`src/core/ckdst_regs.vh`:
```
`ifndef CKDST_REGS_VH
`define CKDST_REGS_VH
// Register indices on the plain register port.
`define CKDST_ADDR_W 6
`define CKDST_A_SYSSEL 6'h00
`define CKDST_A_BUSDIV 6'h01
`define CKDST_A_USBCFG 6'h02
`define CKDST_A_STATUS 6'h03
`define CKDST_A_MASK 6'h04
`define CKDST_A_RTCCNT 6'h05
`define CKDST_A_DIGCFG 6'h10
`define CKDST_A_DIGDIV 6'h18
`define CKDST_A_ANACFG 6'h20
`define CKDST_A_ANADIV 6'h24
// Divider config field positions: source select [2:0], skew [7:4].
`define CKDST_SEL_LSB 0
`define CKDST_SEL_MSB 2
`define CKDST_SKEW_LSB 4
`define CKDST_SKEW_MSB 7
// USB config: [1:0] doubler source, [2] take fabric 48 MHz clock.
`define CKDST_USB_FAB_BIT 2
// Status bits.
`define CKDST_ST_RTC 0
`define CKDST_ST_SLEEP 1
`define CKDST_ST_W 2
// Reset values.
`define CKDST_RST_DIV 16'h0001
`define CKDST_RST_BUSDIV 16'h0000
`define CKDST_RST_CFG 8'h00
`define CKDST_RST_USB 3'h0
// Watch crystal: 32768 edges make one second.
`define CKDST_WCO_PER_SEC 15'h7fff
// Sleep timer signals at this count and wraps on the next watch crystal edge.
`define CKDST_SLEEP_TC 12'hfff
`endif

```
`src/core/ckdst_top.v`:
```
`timescale 1ns/1ps
// Behaviour
// - All seven clock sources feed every divider input multiplexer.
// - The system clock is the fastest clock and the reference for all others.
// - A 16-bit divider makes the bus clock from the system clock.
// - The processor clock is the bus clock with no further division.
// - Eight programmable 16-bit digital dividers take any of the sources.
// - Four 16-bit analog dividers have skew control on their edges.
// - Each digital and analog divider picks its input through its own eight-way multiplexer.
// - Dividers divide by one (bypass) or by two and up, the latter with roughly half duty cycle.
// - Divider inputs are resynchronised and deglitched on the system clock.
// - Digital outputs go to the fabric and come back as inputs for chaining.
// - Eight extra fabric clocks connect one each to the digital dividers.
// - USB data runs on its own 48 MHz clock, its bus side on bus clock.
// - The USB clock is fabric 48 MHz or a doubled 24 MHz source.
// - The watch crystal drives the sleep timer and a once a second tick.
// - The doubler gives twice its input, 48 MHz from 24 MHz.
module ckdst_top (
	// Clock and reset; clk_i is the fastest clock present.
	input wire clk_i,
	input wire reset_n_i,
	// Seven clock sources, as pins from other domains.
	input wire internal_main_oscillator_i,
	input wire high_speed_crystal_osc_i,
	input wire fabric_clk_i,
	input wire pll_clk_i,
	input wire doubler_clk_i,
	input wire low_speed_osc_i,
	input wire watch_crystal_oscillator_i,
	// Extra fabric clocks, one per digital divider.
	input wire [7:0] fabric_extra_clk_i,
	// Fabric 48 MHz clock for USB.
	input wire fabric_usb48_i,
	// Register port.
	input wire [5:0] addr_i,
	input wire [15:0] wdata_i,
	input wire wr_i,
	input wire rd_i,
	output reg [15:0] rdata_o,
	// Clocks out.
	output reg sys_clk_en_o,
	output reg bus_clk_o,
	output reg cpu_clk_o,
	output reg [7:0] dig_clk_o,
	output reg [3:0] ana_clk_o,
	output reg [1:0] doubler_src_o,
	output reg usb_clk_sel_fab_o,
	output reg usb_clk_o,
	output reg sleep_tick_o,
	output reg irq_o
);
`include "ckdst_regs.vh"
	integer i;
	integer j;
	reg [15:0] raw;
	// Three-stage synchronisers; a change counts once stages 2 and 3 agree.
	reg [15:0] s1_ff;
	reg [15:0] s2_ff;
	reg [15:0] s3_ff;
	reg [15:0] clean_ff;
	wire [6:0] src7;
	reg [15:0] busdiv_ff;
	reg [15:0] buscnt_ff;
	reg [15:0] busdiv_act_ff;
	reg [2:0] usb_ff;
	reg [7:0] dcfg_ff [0:7];
	reg [15:0] ddiv_ff [0:7];
	reg [7:0] acfg_ff [0:3];
	reg [15:0] adiv_ff [0:3];
	reg [`CKDST_ST_W-1:0] status_ff;
	reg [`CKDST_ST_W-1:0] mask_ff;
	reg [14:0] rtc_ff;
	reg [15:0] sec_ff;
	reg [11:0] slp_ff;
	reg wco_prev_ff;
	reg [15:0] nxt_rdata;
	wire wco_rise;
	wire sec_evt;
	wire slp_evt;
	wire [`CKDST_ST_W-1:0] evt;
	wire [7:0] dig_w;
	wire [3:0] ana_w;
	wire bus_rise;

	always @* begin
		raw = {fabric_usb48_i, fabric_extra_clk_i, watch_crystal_oscillator_i,
			low_speed_osc_i, doubler_clk_i, pll_clk_i, fabric_clk_i,
			high_speed_crystal_osc_i, internal_main_oscillator_i};
	end
	// Resynchronise to the system clock; deglitch by agreement.
	always @(posedge clk_i or negedge reset_n_i) begin
		if (!reset_n_i) begin
			s1_ff <= 16'h0000;
			s2_ff <= 16'h0000;
			s3_ff <= 16'h0000;
			clean_ff <= 16'h0000;
		end else begin
			s1_ff <= raw;
			s2_ff <= s1_ff;
			s3_ff <= s2_ff;
			for (i = 0; i < 16; i = i + 1) begin
				if (s2_ff[i] == s3_ff[i])
					clean_ff[i] <= s3_ff[i];
			end
		end
	end
	assign src7 = clean_ff[6:0];

	// Digital dividers: seven sources plus own fabric clock.
	genvar g;
	generate
		for (g = 0; g < 8; g = g + 1) begin : gdig
			ckdst_div u_div (
				.clk_i(clk_i),
				.reset_n_i(reset_n_i),
				.src_i({clean_ff[7 + g], src7}),
				.sel_i(dcfg_ff[g][`CKDST_SEL_MSB:`CKDST_SEL_LSB]),
				.ratio_i(ddiv_ff[g]),
				.skew_i(4'h0),
				.clk_o(dig_w[g])
			);
		end
		// Analog dividers take the digital output of the same index as eighth input.
		for (g = 0; g < 4; g = g + 1) begin : gana
			ckdst_div u_div (
				.clk_i(clk_i),
				.reset_n_i(reset_n_i),
				.src_i({dig_w[g], src7}),
				.sel_i(acfg_ff[g][`CKDST_SEL_MSB:`CKDST_SEL_LSB]),
				.ratio_i(adiv_ff[g]),
				.skew_i(acfg_ff[g][`CKDST_SKEW_MSB:`CKDST_SKEW_LSB]),
				.clk_o(ana_w[g])
			);
		end
	endgenerate

	// Bus clock divider: period of busdiv+1 system clocks, high for about half.
	assign bus_rise = (buscnt_ff == 16'h0000);
	always @(posedge clk_i or negedge reset_n_i) begin
		if (!reset_n_i) begin
			buscnt_ff <= 16'h0000;
			busdiv_act_ff <= `CKDST_RST_BUSDIV;
			bus_clk_o <= 1'b0;
			cpu_clk_o <= 1'b0;
			sys_clk_en_o <= 1'b0;
		end else begin
			sys_clk_en_o <= 1'b1;
			if (buscnt_ff >= busdiv_act_ff) begin
				buscnt_ff <= 16'h0000;
				busdiv_act_ff <= busdiv_ff;
			end else begin
				buscnt_ff <= buscnt_ff + 16'h0001;
			end
			bus_clk_o <= (busdiv_act_ff == 16'h0000) ? 1'b1 :
				(buscnt_ff <= {1'b0, busdiv_act_ff[15:1]});
			// CPU clock is the same enable as the bus clock.
			cpu_clk_o <= (busdiv_act_ff == 16'h0000) ? 1'b1 :
				(buscnt_ff <= {1'b0, busdiv_act_ff[15:1]});
		end
	end

	// Watch crystal edges: sleep timer and one second tick.
	assign wco_rise = clean_ff[6] & ~wco_prev_ff;
	assign sec_evt = wco_rise && (rtc_ff == `CKDST_WCO_PER_SEC);
	assign slp_evt = wco_rise && (slp_ff == `CKDST_SLEEP_TC);
	assign evt = {slp_evt, sec_evt};
	always @(posedge clk_i or negedge reset_n_i) begin
		if (!reset_n_i) begin
			wco_prev_ff <= 1'b0;
			rtc_ff <= 15'h0000;
			slp_ff <= 12'h000;
			sec_ff <= 16'h0000;
			sleep_tick_o <= 1'b0;
		end else begin
			wco_prev_ff <= clean_ff[6];
			sleep_tick_o <= slp_evt;
			if (wco_rise) begin
				rtc_ff <= rtc_ff + 15'h0001;
				slp_ff <= slp_ff + 12'h001;
			end
			if (sec_evt)
				sec_ff <= sec_ff + 16'h0001;
		end
	end

	// Registers, status with set winning over clear, and interrupt.
	always @(posedge clk_i or negedge reset_n_i) begin
		if (!reset_n_i) begin
			busdiv_ff <= `CKDST_RST_BUSDIV;
			usb_ff <= `CKDST_RST_USB;
			status_ff <= {`CKDST_ST_W{1'b0}};
			mask_ff <= {`CKDST_ST_W{1'b0}};
			for (j = 0; j < 8; j = j + 1) begin
				dcfg_ff[j] <= `CKDST_RST_CFG;
				ddiv_ff[j] <= `CKDST_RST_DIV;
			end
			for (j = 0; j < 4; j = j + 1) begin
				acfg_ff[j] <= `CKDST_RST_CFG;
				adiv_ff[j] <= `CKDST_RST_DIV;
			end
			irq_o <= 1'b0;
		end else begin
			if (wr_i) begin
				if (addr_i == `CKDST_A_BUSDIV)
					busdiv_ff <= wdata_i;
				if (addr_i == `CKDST_A_USBCFG)
					usb_ff <= wdata_i[2:0];
				if (addr_i == `CKDST_A_MASK)
					mask_ff <= wdata_i[`CKDST_ST_W-1:0];
				if (addr_i[5:3] == 3'h2)
					dcfg_ff[addr_i[2:0]] <= wdata_i[7:0];
				if (addr_i[5:3] == 3'h3)
					ddiv_ff[addr_i[2:0]] <= wdata_i;
				if (addr_i[5:2] == 4'h8)
					acfg_ff[addr_i[1:0]] <= wdata_i[7:0];
				if (addr_i[5:2] == 4'h9)
					adiv_ff[addr_i[1:0]] <= wdata_i;
			end
			if (wr_i && addr_i == `CKDST_A_STATUS)
				status_ff <= (status_ff & ~wdata_i[`CKDST_ST_W-1:0]) | evt;
			else
				status_ff <= status_ff | evt;
			irq_o <= |(status_ff & mask_ff);
		end
	end

	always @* begin
		nxt_rdata = 16'h0000;
		case (addr_i)
		`CKDST_A_SYSSEL: nxt_rdata = {9'h000, clean_ff[6:0]};
		`CKDST_A_BUSDIV: nxt_rdata = busdiv_ff;
		`CKDST_A_USBCFG: nxt_rdata = {13'h0000, usb_ff};
		`CKDST_A_STATUS: nxt_rdata = {14'h0000, status_ff};
		`CKDST_A_MASK: nxt_rdata = {14'h0000, mask_ff};
		`CKDST_A_RTCCNT: nxt_rdata = sec_ff;
		default: begin
			if (addr_i[5:3] == 3'h2)
				nxt_rdata = {8'h00, dcfg_ff[addr_i[2:0]]};
			else if (addr_i[5:3] == 3'h3)
				nxt_rdata = ddiv_ff[addr_i[2:0]];
			else if (addr_i[5:2] == 4'h8)
				nxt_rdata = {8'h00, acfg_ff[addr_i[1:0]]};
			else if (addr_i[5:2] == 4'h9)
				nxt_rdata = adiv_ff[addr_i[1:0]];
		end
		endcase
	end

	// Outputs; digital clocks go out to the fabric and may return.
	// USB logic itself runs on usb_clk_o, outside this domain.
	always @(posedge clk_i or negedge reset_n_i) begin
		if (!reset_n_i) begin
			rdata_o <= 16'h0000;
			dig_clk_o <= 8'h00;
			ana_clk_o <= 4'h0;
			doubler_src_o <= 2'h0;
			usb_clk_sel_fab_o <= 1'b0;
			usb_clk_o <= 1'b0;
		end else begin
			rdata_o <= rd_i ? nxt_rdata : 16'h0000;
			dig_clk_o <= dig_w;
			ana_clk_o <= ana_w;
			// Doubler source steers the 24 MHz input to be doubled.
			doubler_src_o <= usb_ff[1:0];
			// USB 48 MHz from fabric or doubler.
			usb_clk_sel_fab_o <= usb_ff[`CKDST_USB_FAB_BIT];
			usb_clk_o <= usb_ff[`CKDST_USB_FAB_BIT] ? clean_ff[15] :
				clean_ff[4];
		end
	end
endmodule

```
`src/core/ckdst_div.v`:
```
`timescale 1ns/1ps
module ckdst_div (
	// Clock and reset.
	input wire clk_i,
	input wire reset_n_i,
	// All eight candidate sources, already resynchronised to the system clock.
	input wire [7:0] src_i,
	// Configuration.
	input wire [2:0] sel_i,
	input wire [15:0] ratio_i,
	input wire [3:0] skew_i,
	// Divided clock.
	output reg clk_o
);
`include "ckdst_regs.vh"
	reg [2:0] sel_ff;
	reg [15:0] ratio_ff;
	reg [15:0] cnt_ff;
	reg prev_ff;
	reg [15:0] sk_ff;
	reg [15:0] nxt_sk;
	reg [3:0] skew_ff;
	wire cur;
	wire rise;
	wire [15:0] half;
	assign cur = src_i[sel_ff];
	assign rise = cur & ~prev_ff;
	assign half = {1'b0, ratio_ff[15:1]};
	always @* begin
		nxt_sk = {sk_ff[14:0], 1'b0};
	end
	always @(posedge clk_i or negedge reset_n_i) begin
		if (!reset_n_i) begin
			sel_ff <= 3'h0;
			ratio_ff <= `CKDST_RST_DIV;
			cnt_ff <= 16'h0000;
			prev_ff <= 1'b0;
			sk_ff <= 16'h0000;
			skew_ff <= 4'h0;
			clk_o <= 1'b0;
		end else begin
			prev_ff <= cur;
			if (rise) begin
				if (cnt_ff >= ratio_ff || ratio_ff == 16'h0000) begin
					cnt_ff <= 16'h0000;
					// Changes land only at a period boundary.
					sel_ff <= sel_i;
					ratio_ff <= ratio_i;
					// A tap change mid-pulse would leave a runt.
					skew_ff <= skew_i;
				end else begin
					cnt_ff <= cnt_ff + 16'h0001;
				end
			end
			// Ratio holds N-1; zero means bypass, gated by the source.
			if (ratio_ff == 16'h0000) begin
				sk_ff <= {nxt_sk[15:1], cur};
			end else begin
				// About half high, half low for N of two and up.
				sk_ff <= {nxt_sk[15:1], (cnt_ff <= half) ? 1'b1 : 1'b0};
			end
			// Skew taps delay the edge away from digital switching.
			clk_o <= sk_ff[skew_ff];
		end
	end
endmodule

```
`config.mk`:
```
export PLATFORM = sky130hd
export DESIGN_NAME = ckdst_top
export DESIGN_NICKNAME = d
export VERILOG_FILES = /design/src/core/ckdst_top.v /design/src/core/ckdst_div.v
export VERILOG_INCLUDE_DIRS = /design/src /design/src/core
export SDC_FILE = /design/constraint.sdc
export NUM_CORES = 2
export LEC_CHECK = 0
export BUFFER_PORTS_ARGS = -buffer_cell sky130_fd_sc_hd__buf_2
export CORE_MARGIN = 3
export CORE_UTILIZATION = 46
export CTS_CLUSTER_DIAMETER = 100
export DETAILED_ROUTE_END_ITERATION = 10
export HOLD_SLACK_MARGIN = 0.12
export PLACE_DENSITY_LB_ADDON = 0.08
export SYNTH_ARGS = -nofsm -noshare
export SYNTH_HDL_FRONTEND = slang
export SYNTH_SLANG_ARGS = --single-unit
```
`constraint.sdc`:
```
create_clock -name clk_i -period 7.7 [get_ports clk_i]
set_clock_uncertainty 0.05 [all_clocks]
set_input_delay 1.155 -clock clk_i [delete_from_list [all_inputs] [get_ports clk_i]]
set_output_delay 1.155 -clock clk_i [all_outputs]
set_load 0.01 [all_outputs]
```
After elaboration in Yosys (flattened, before gate mapping)
Cells that the tools add are included.
{"block": "word_totals", "ff_bits": 1019, "input_bits": 42, "output_inout_bits": 37, "word_cells": 414}
{"block": "op_classes", "addsub": 16, "n_lt_le_gt_ge": 46, "eq_ne": 27, "muxes": 102, "n_bitwise": 33, "reduce_logical": 51}
{"operator": "16-bit 2-to-1 mux", "count": 24}
{"operator": "16-bit by 1-bit adder with 16-bit output, second input constant", "count": 14}
{"operator": "16-bit >= comparator", "count": 13}
{"operator": "16-bit by 15-bit <= comparator with 1-bit output", "count": 13}
{"operator": "16-bit logical NOT", "count": 13}
{"operator": "128-bit bitwise mux", "count": 1}
{"operator": "64-bit bitwise mux", "count": 2}
{"operator": "16-bit one-hot mux with 6 select lines", "count": 1}
{"operator": "16-bit binary-select mux with 3-bit select", "count": 1}
{"operator": "16-bit demux with 3-bit select", "count": 1}
{"operator": "3-bit by 4-bit < comparator with 1-bit output, second input constant", "count": 12}
{"operator": "8-bit 2-to-1 mux", "count": 6}
{"operator": "1-bit 2-to-1 mux", "count": 42}
{"operator": "2-bit AND reduction", "count": 19}
{"operator": "1-bit binary-select mux with 3-bit select", "count": 12}
{"operator": "16-bit binary-select mux with 2-bit select", "count": 1}
{"operator": "32-bit bitwise mux", "count": 1}
{"operator": "16-bit demux with 2-bit select", "count": 1}
{"operator": "8-bit binary-select mux with 3-bit select", "count": 1}
{"operator": "8-bit demux with 3-bit select", "count": 1}
{"operator": "4-bit by 5-bit < comparator with 1-bit output, second input constant", "count": 4}
{"operator": "1-bit binary-select mux with 4-bit select", "count": 4}
{"operator": "8-bit binary-select mux with 2-bit select", "count": 1}
{"operator": "8-bit demux with 2-bit select", "count": 1}
{"operator": "26 further kinds", "count": 86}

Depth between registers and ports, before layout
{"block": "depth", "depth_word": 10, "ltp_mapped": 10, "mapped_depth_nobuf": 8}

Cells and area by module
Synthesis repeated with hierarchy kept, for this count alone.
{"block": "unflattened", "cells_unflattened": 4668, "hier_area_um2": 59963.8}
{"module": "ckdst_div", "n_inst": 12, "cells_per_inst": 266, "area_per_inst_um2": 3219.3, "seq_area_each_um2": 1427.6}
{"module": "ckdst_top", "n_inst": 1, "cells_per_inst": 1476, "area_per_inst_um2": 21331.7, "seq_area_each_um2": 12201.7}

Worst setup path after synthesis
OpenSTA, ideal clock, no wires.
{"block": "synth_path", "path_kind": "in2reg", "startpoint": "in addr_i[0]", "endpoint": "reg ddiv_ff[69] (netlist name)", "setup_time_ns": 0.125, "arrival_ns": 2.723, "t_required_ns": 7.525, "setup_slack_ns": 4.803, "path_stages": 7, "path_buffers": 4, "path_cell_list": "clkbuf_2 buf_4 buf_4 nand2_1 nor2_1 buf_4 mux2_2"}
{"block": "synth_between", "elab_chain_len": 6, "elab_cells_between_ends": 7, "classes_between": "order compare: 2; mux: 3; bitwise: 1; reduce/logical: 1"}
{"element": "from (decl)", "line": "ckdst_top.v:35", "text": "input wire [5:0] addr_i,"}
{"element": "3-bit NOT with 4-bit output (implied by the code) *", "line": "ckdst_top.v:213", "text": "ddiv_ff[addr_i[2:0]] <= wdata_i;"}
{"element": "4-bit >= comparator (implied by the code) or 4-bit by 1-bit < comparator with 1-bit output (tied branches)", "line": "ckdst_top.v:213"}
{"element": "1-bit logical AND (implied by the code)", "line": "ckdst_top.v:213"}
{"element": "16-bit 2-to-1 mux (implied by the code)", "line": "ckdst_top.v:213"}
{"element": "16-bit demux with 3-bit select *", "line": "ckdst_top.v:213"}
{"element": "128-bit bitwise mux *", "line": "ckdst_top.v:213"}
{"element": "to (signal, indexed assignment)", "line": "ckdst_top.v:195", "text": "ddiv_ff[j] <= `CKDST_RST_DIV;"}
{"element": "to (signal, indexed assignment)", "line": "ckdst_top.v:213"}
{"element": "to (decl)", "line": "ckdst_top.v:67", "text": "reg [15:0] ddiv_ff [0:7];"}
Every way passes the cells marked *; elsewhere a longest branch is shown, timed or not.
A chain may end at the register's enable or synchronous reset.

Worst setup path in the final report
{"block": "layout_path", "startpoint": "reg clean_ff[5]", "endpoint": "reg gdig[5].u_div.sel_ff[0]"}
{"block": "layout_between", "elab_chain_len": 4}
{"element": "from (decl)", "line": "ckdst_top.v:60", "text": "reg [15:0] clean_ff;"}
{"element": "from (signal, indexed assignment)", "line": "ckdst_top.v:103", "text": "clean_ff[i] <= s3_ff[i];"}
{"element": "1-bit binary-select mux with 3-bit select", "line": "ckdst_div.v:26", "text": "assign cur = src_i[sel_ff];"}
{"element": "1-bit 2-to-1 mux (implied by the code)", "line": "ckdst_div.v:26"}
{"element": "1-bit AND", "line": "ckdst_div.v:27", "text": "assign rise = cur & ~prev_ff;"}
{"element": "2-bit AND reduction (no line)"}
{"element": "to (signal assigned)", "line": "ckdst_div.v:47", "text": "sel_ff <= sel_i;"}
{"element": "to (decl)", "line": "ckdst_div.v:16", "text": "reg [2:0] sel_ff;"}
Every way passes these cells. The select of a mux whose other input is x is not followed.

==> metrics.cfg <==
[sta]
setup_tns_ns = 0
maxSlewHeadroom_pct = 14.2
maxSlewViolCount = 0
setup_ws_ns = 4.06
finalHoldViolCount = 0
period_needed_ns = 3.64
worstMarginPinSlew_ns = 1.25
finalCritPeriodShare_pct = 47.3
grt_setup_unrepaired = false
setup_viol = 0
fmax_mhz = 275

[die]
die_width_um = 346
initial_utilization_pct = 46.5
die_area_um2 = 120000
rows = 124
coreArea_um2 = 115000
pin_count = 79
die_y_um = 346

[logic_synthesis]
synth_top_area_share_pct = 46.7
netlist_instances = 4366
syn-num-nets = 4827
postSynthAreaPerCell_um2 = 12.2
synth_cell_type_count = 88
syn_area_um2 = 53300
async_reset_ff_share_pct = 100
ys_seq_elements = 1019
synth.largest_area_cell = dfrtp_1
ys.flop_type = dfrtp_1
ys_warn_count = 0
synthTopCellsByArea = dfrtp_1, ha_1, mux2_2, mux4_2, mux2_4
synth_edf_count = 0
yosysSeqAreaShare_pct = 47.9

[worst_setup_path]
critPathLaunch = clean_ff[5]
r2r_slack_ns = 4.06
rr_endpoint = gdig[5].u_div.sel_ff[0]
reg2reg_depth = 5
cp_slowest_cell = mux2i_1
required_ns = 8.24
worst_path_largest_cell_delay_ns = 0.97
cp_max_fo = 19
crit_chain = mux4_2, mux2i_1, nor2_2, nand2_4, mux2_2
worstPathArrival_ns = 4.18
critPathLaunchType = flip-flop
cp-end-kind = flip-flop
timing.setup.critical_path_class = flip-flop to flip-flop
rr_startpoint = clean_ff[5]
cp-endpoint = gdig[5].u_div.sel_ff[0]

[final_layout]
syn2layout_area_growth_pct = 10.9
fillers = 10061
final_cell_mix = dfrtp_1, mux2_2, ha_1
drive_above_1_share_pct = 22.8
final_common_cell = dfrtp_1
nNetsFinal = 4899
layout.cells.non_filler = 6054
design_area_um2 = 59100

[clocking]
cts_htree_levels = 3
clk-insertion-delay-late_ns = 0.72
cts_resized = 0
clock_path_buffers = 3
cts.reportedPaths.clkPinSlew_ns = 0.07
cts-root-buf = clkbuf_16
cts_hold_buf = 0
cts_setup_buffers = 0
cts_tree = built
numCtsBuffers = 113
clkSinkCount = 1019

[drt]
wirelength_um = 143000
dr.first_iter.drc_count = 2272
wl_per_cell_um = 23.7
drc = 0
viasPerCell = 5.76
vias = 34875
ant_nets = 0
drt_first_pass_iters = 5

[placement]
place_ws_ns = 3.42
gp_congestion = 0.899
placed_area_um2 = 55000
detailed_place_hpwl_um = 103000
portBuffers = 78
dp.cells = 5835

[power]
leakagePower_nw = 27.6
vdd_ir_drop_max_v = 0.000197
finalPower_mw = 19.1
p_per_area_nw_per_um2 = 324

[worst_hold_path]
hp-class = flip-flop to flip-flop

[global_route]
track_usage_pct = 24.1
grt_pass1_wl_um = 223000
antenna_found_initial = 15
grt-ovfl-total = 0
grt_max_degree = 183
grt_pass1_vias = 34672

[flow_run]
maxCapViolCount = 0

[status]
status = finished, final reports clean

==> layout make-up <==
cell class / instances / area [um^2] / share of cell area, %
Multi-Input combinational cell: 2953 / 26000 / 44.0
Sequential cell: 1019 / 25500 / 43.2
Clock buffer: 159 / 3310 / 5.61
Tap cell: 1512 / 1890 / 3.20
Inverter: 243 / 912 / 1.54
Clock inverter: 57 / 744 / 1.26
Timing Repair Buffer: 108 / 697 / 1.18
Antenna cell: 3 / 7.51 / 0.0127
==> critical path, delay by kind of cell, from the launching register on <==
| family | cells | cell delay, ns |
|---|---|---|
| flip-flops | 1 | 0.73 |
| multiplexers | 3 | 1.94 |
| AND/OR/NAND/NOR | 2 | 0.77 |
==> logic make-up (layout without fill, tap and decap cells) <==
kind of cell / after synthesis / in the layout / synth area share [%]
AND/OR/NAND/NOR: 1085 / 1085 / 10.8
flip-flops: 1019 / 1019 / 47.9
multiplexers: 707 / 707 / 18.1
AO/OA/AOI/OAI: 565 / 565 / 7.01
adder cells (fa/ha/maj): 435 / 435 / 10.1
buffers and inverters: 394 / 567 / 3.36
XOR/XNOR: 160 / 160 / 2.63
other: 1 / 4 / 0.00704
==> power by group <==
part / switching, mW / total [mW] / leakage (nW) / internal [mW]
sequential: 1.10 / 7.51 / 13.2 / 6.41
combinational: 3.19 / 5.83 / 12.4 / 2.65
clock: 2.35 / 5.77 / 1.96 / 3.42
==> cells in the mapped netlist, types with 57 or more instances <==
master	number
a21oi_1	98
and3_1	61
dfrtp_1	995
ha_1	419
inv_1	241
mux2_2	431
mux2_4	98
mux4_2	115
nand2_1	187
nand3_1	133
nand4_1	103
nor2_1	245
nor2b_1	69
o21ai_0	154
xnor2_1	57
xor2_1	103
==> routing by layer <==
| layer | vias up | global-route usage, % | share of wire (%) |
|---|---|---|---|
| li1 | 16130 | - | - |
| met3 | 180 | 4.32 | 5.6 |
| met5 | - | 0 | 0.057 |
| met2 | 751 | 34.8 | 42 |
| met1 | 17802 | 37.5 | 50 |
| met4 | 12 | 5.50 | 2.3 |
==> sequential cells by signal (all words and copies together), names as in the netlist, 12 cells and up <==
signal,flops
gdig.u_div.cnt_ff,128
dcfg_ff,64
gdig.u_div.ratio_ff,128
ddiv_ff,128
s3_ff,16
busdiv_act_ff,16
s2_ff,16
rdata_o,16
gana.u_div.cnt_ff,64
rtc_ff,15
gana.u_div.sel_ff,12
acfg_ff,32
busdiv_ff,16
clean_ff,16
adiv_ff,64
gana.u_div.sk_ff,64
s1_ff,16
slp_ff,12
gana.u_div.skew_ff,16
gdig.u_div.sel_ff,24
gana.u_div.ratio_ff,64
sec_ff,16
buscnt_ff,16
==> worst min path at each step <==
stage                                 startpoint                   to  depth (start not counted)
final                     gdig[0].u_div.sk_ff[0]  gdig[0].u_div.clk_o                          0
after global routing         gdig[4].u_div.clk_o         dig_clk_o[4]                          0
after CTS                    gana[1].u_div.clk_o         ana_clk_o[1]                          0
after detailed placement     gana[1].u_div.clk_o         ana_clk_o[1]                          0
after global placement                  s1_ff[6]             s2_ff[6]                          0
after floorplan              gana[0].u_div.clk_o         ana_clk_o[0]                          0
==> through the flow <==
stage | hold WS [ns] | util (%)
CTS | 0.297 | 51.5
finish | 0.291 | 51.5
floorplan | 0.281 | -
global placement | 0.283 | 48.0
global route | 0.301 | 51.5
detailed placement | 0.285 | 48.0
No activity file was read; power rests on OpenSTA's default activity.
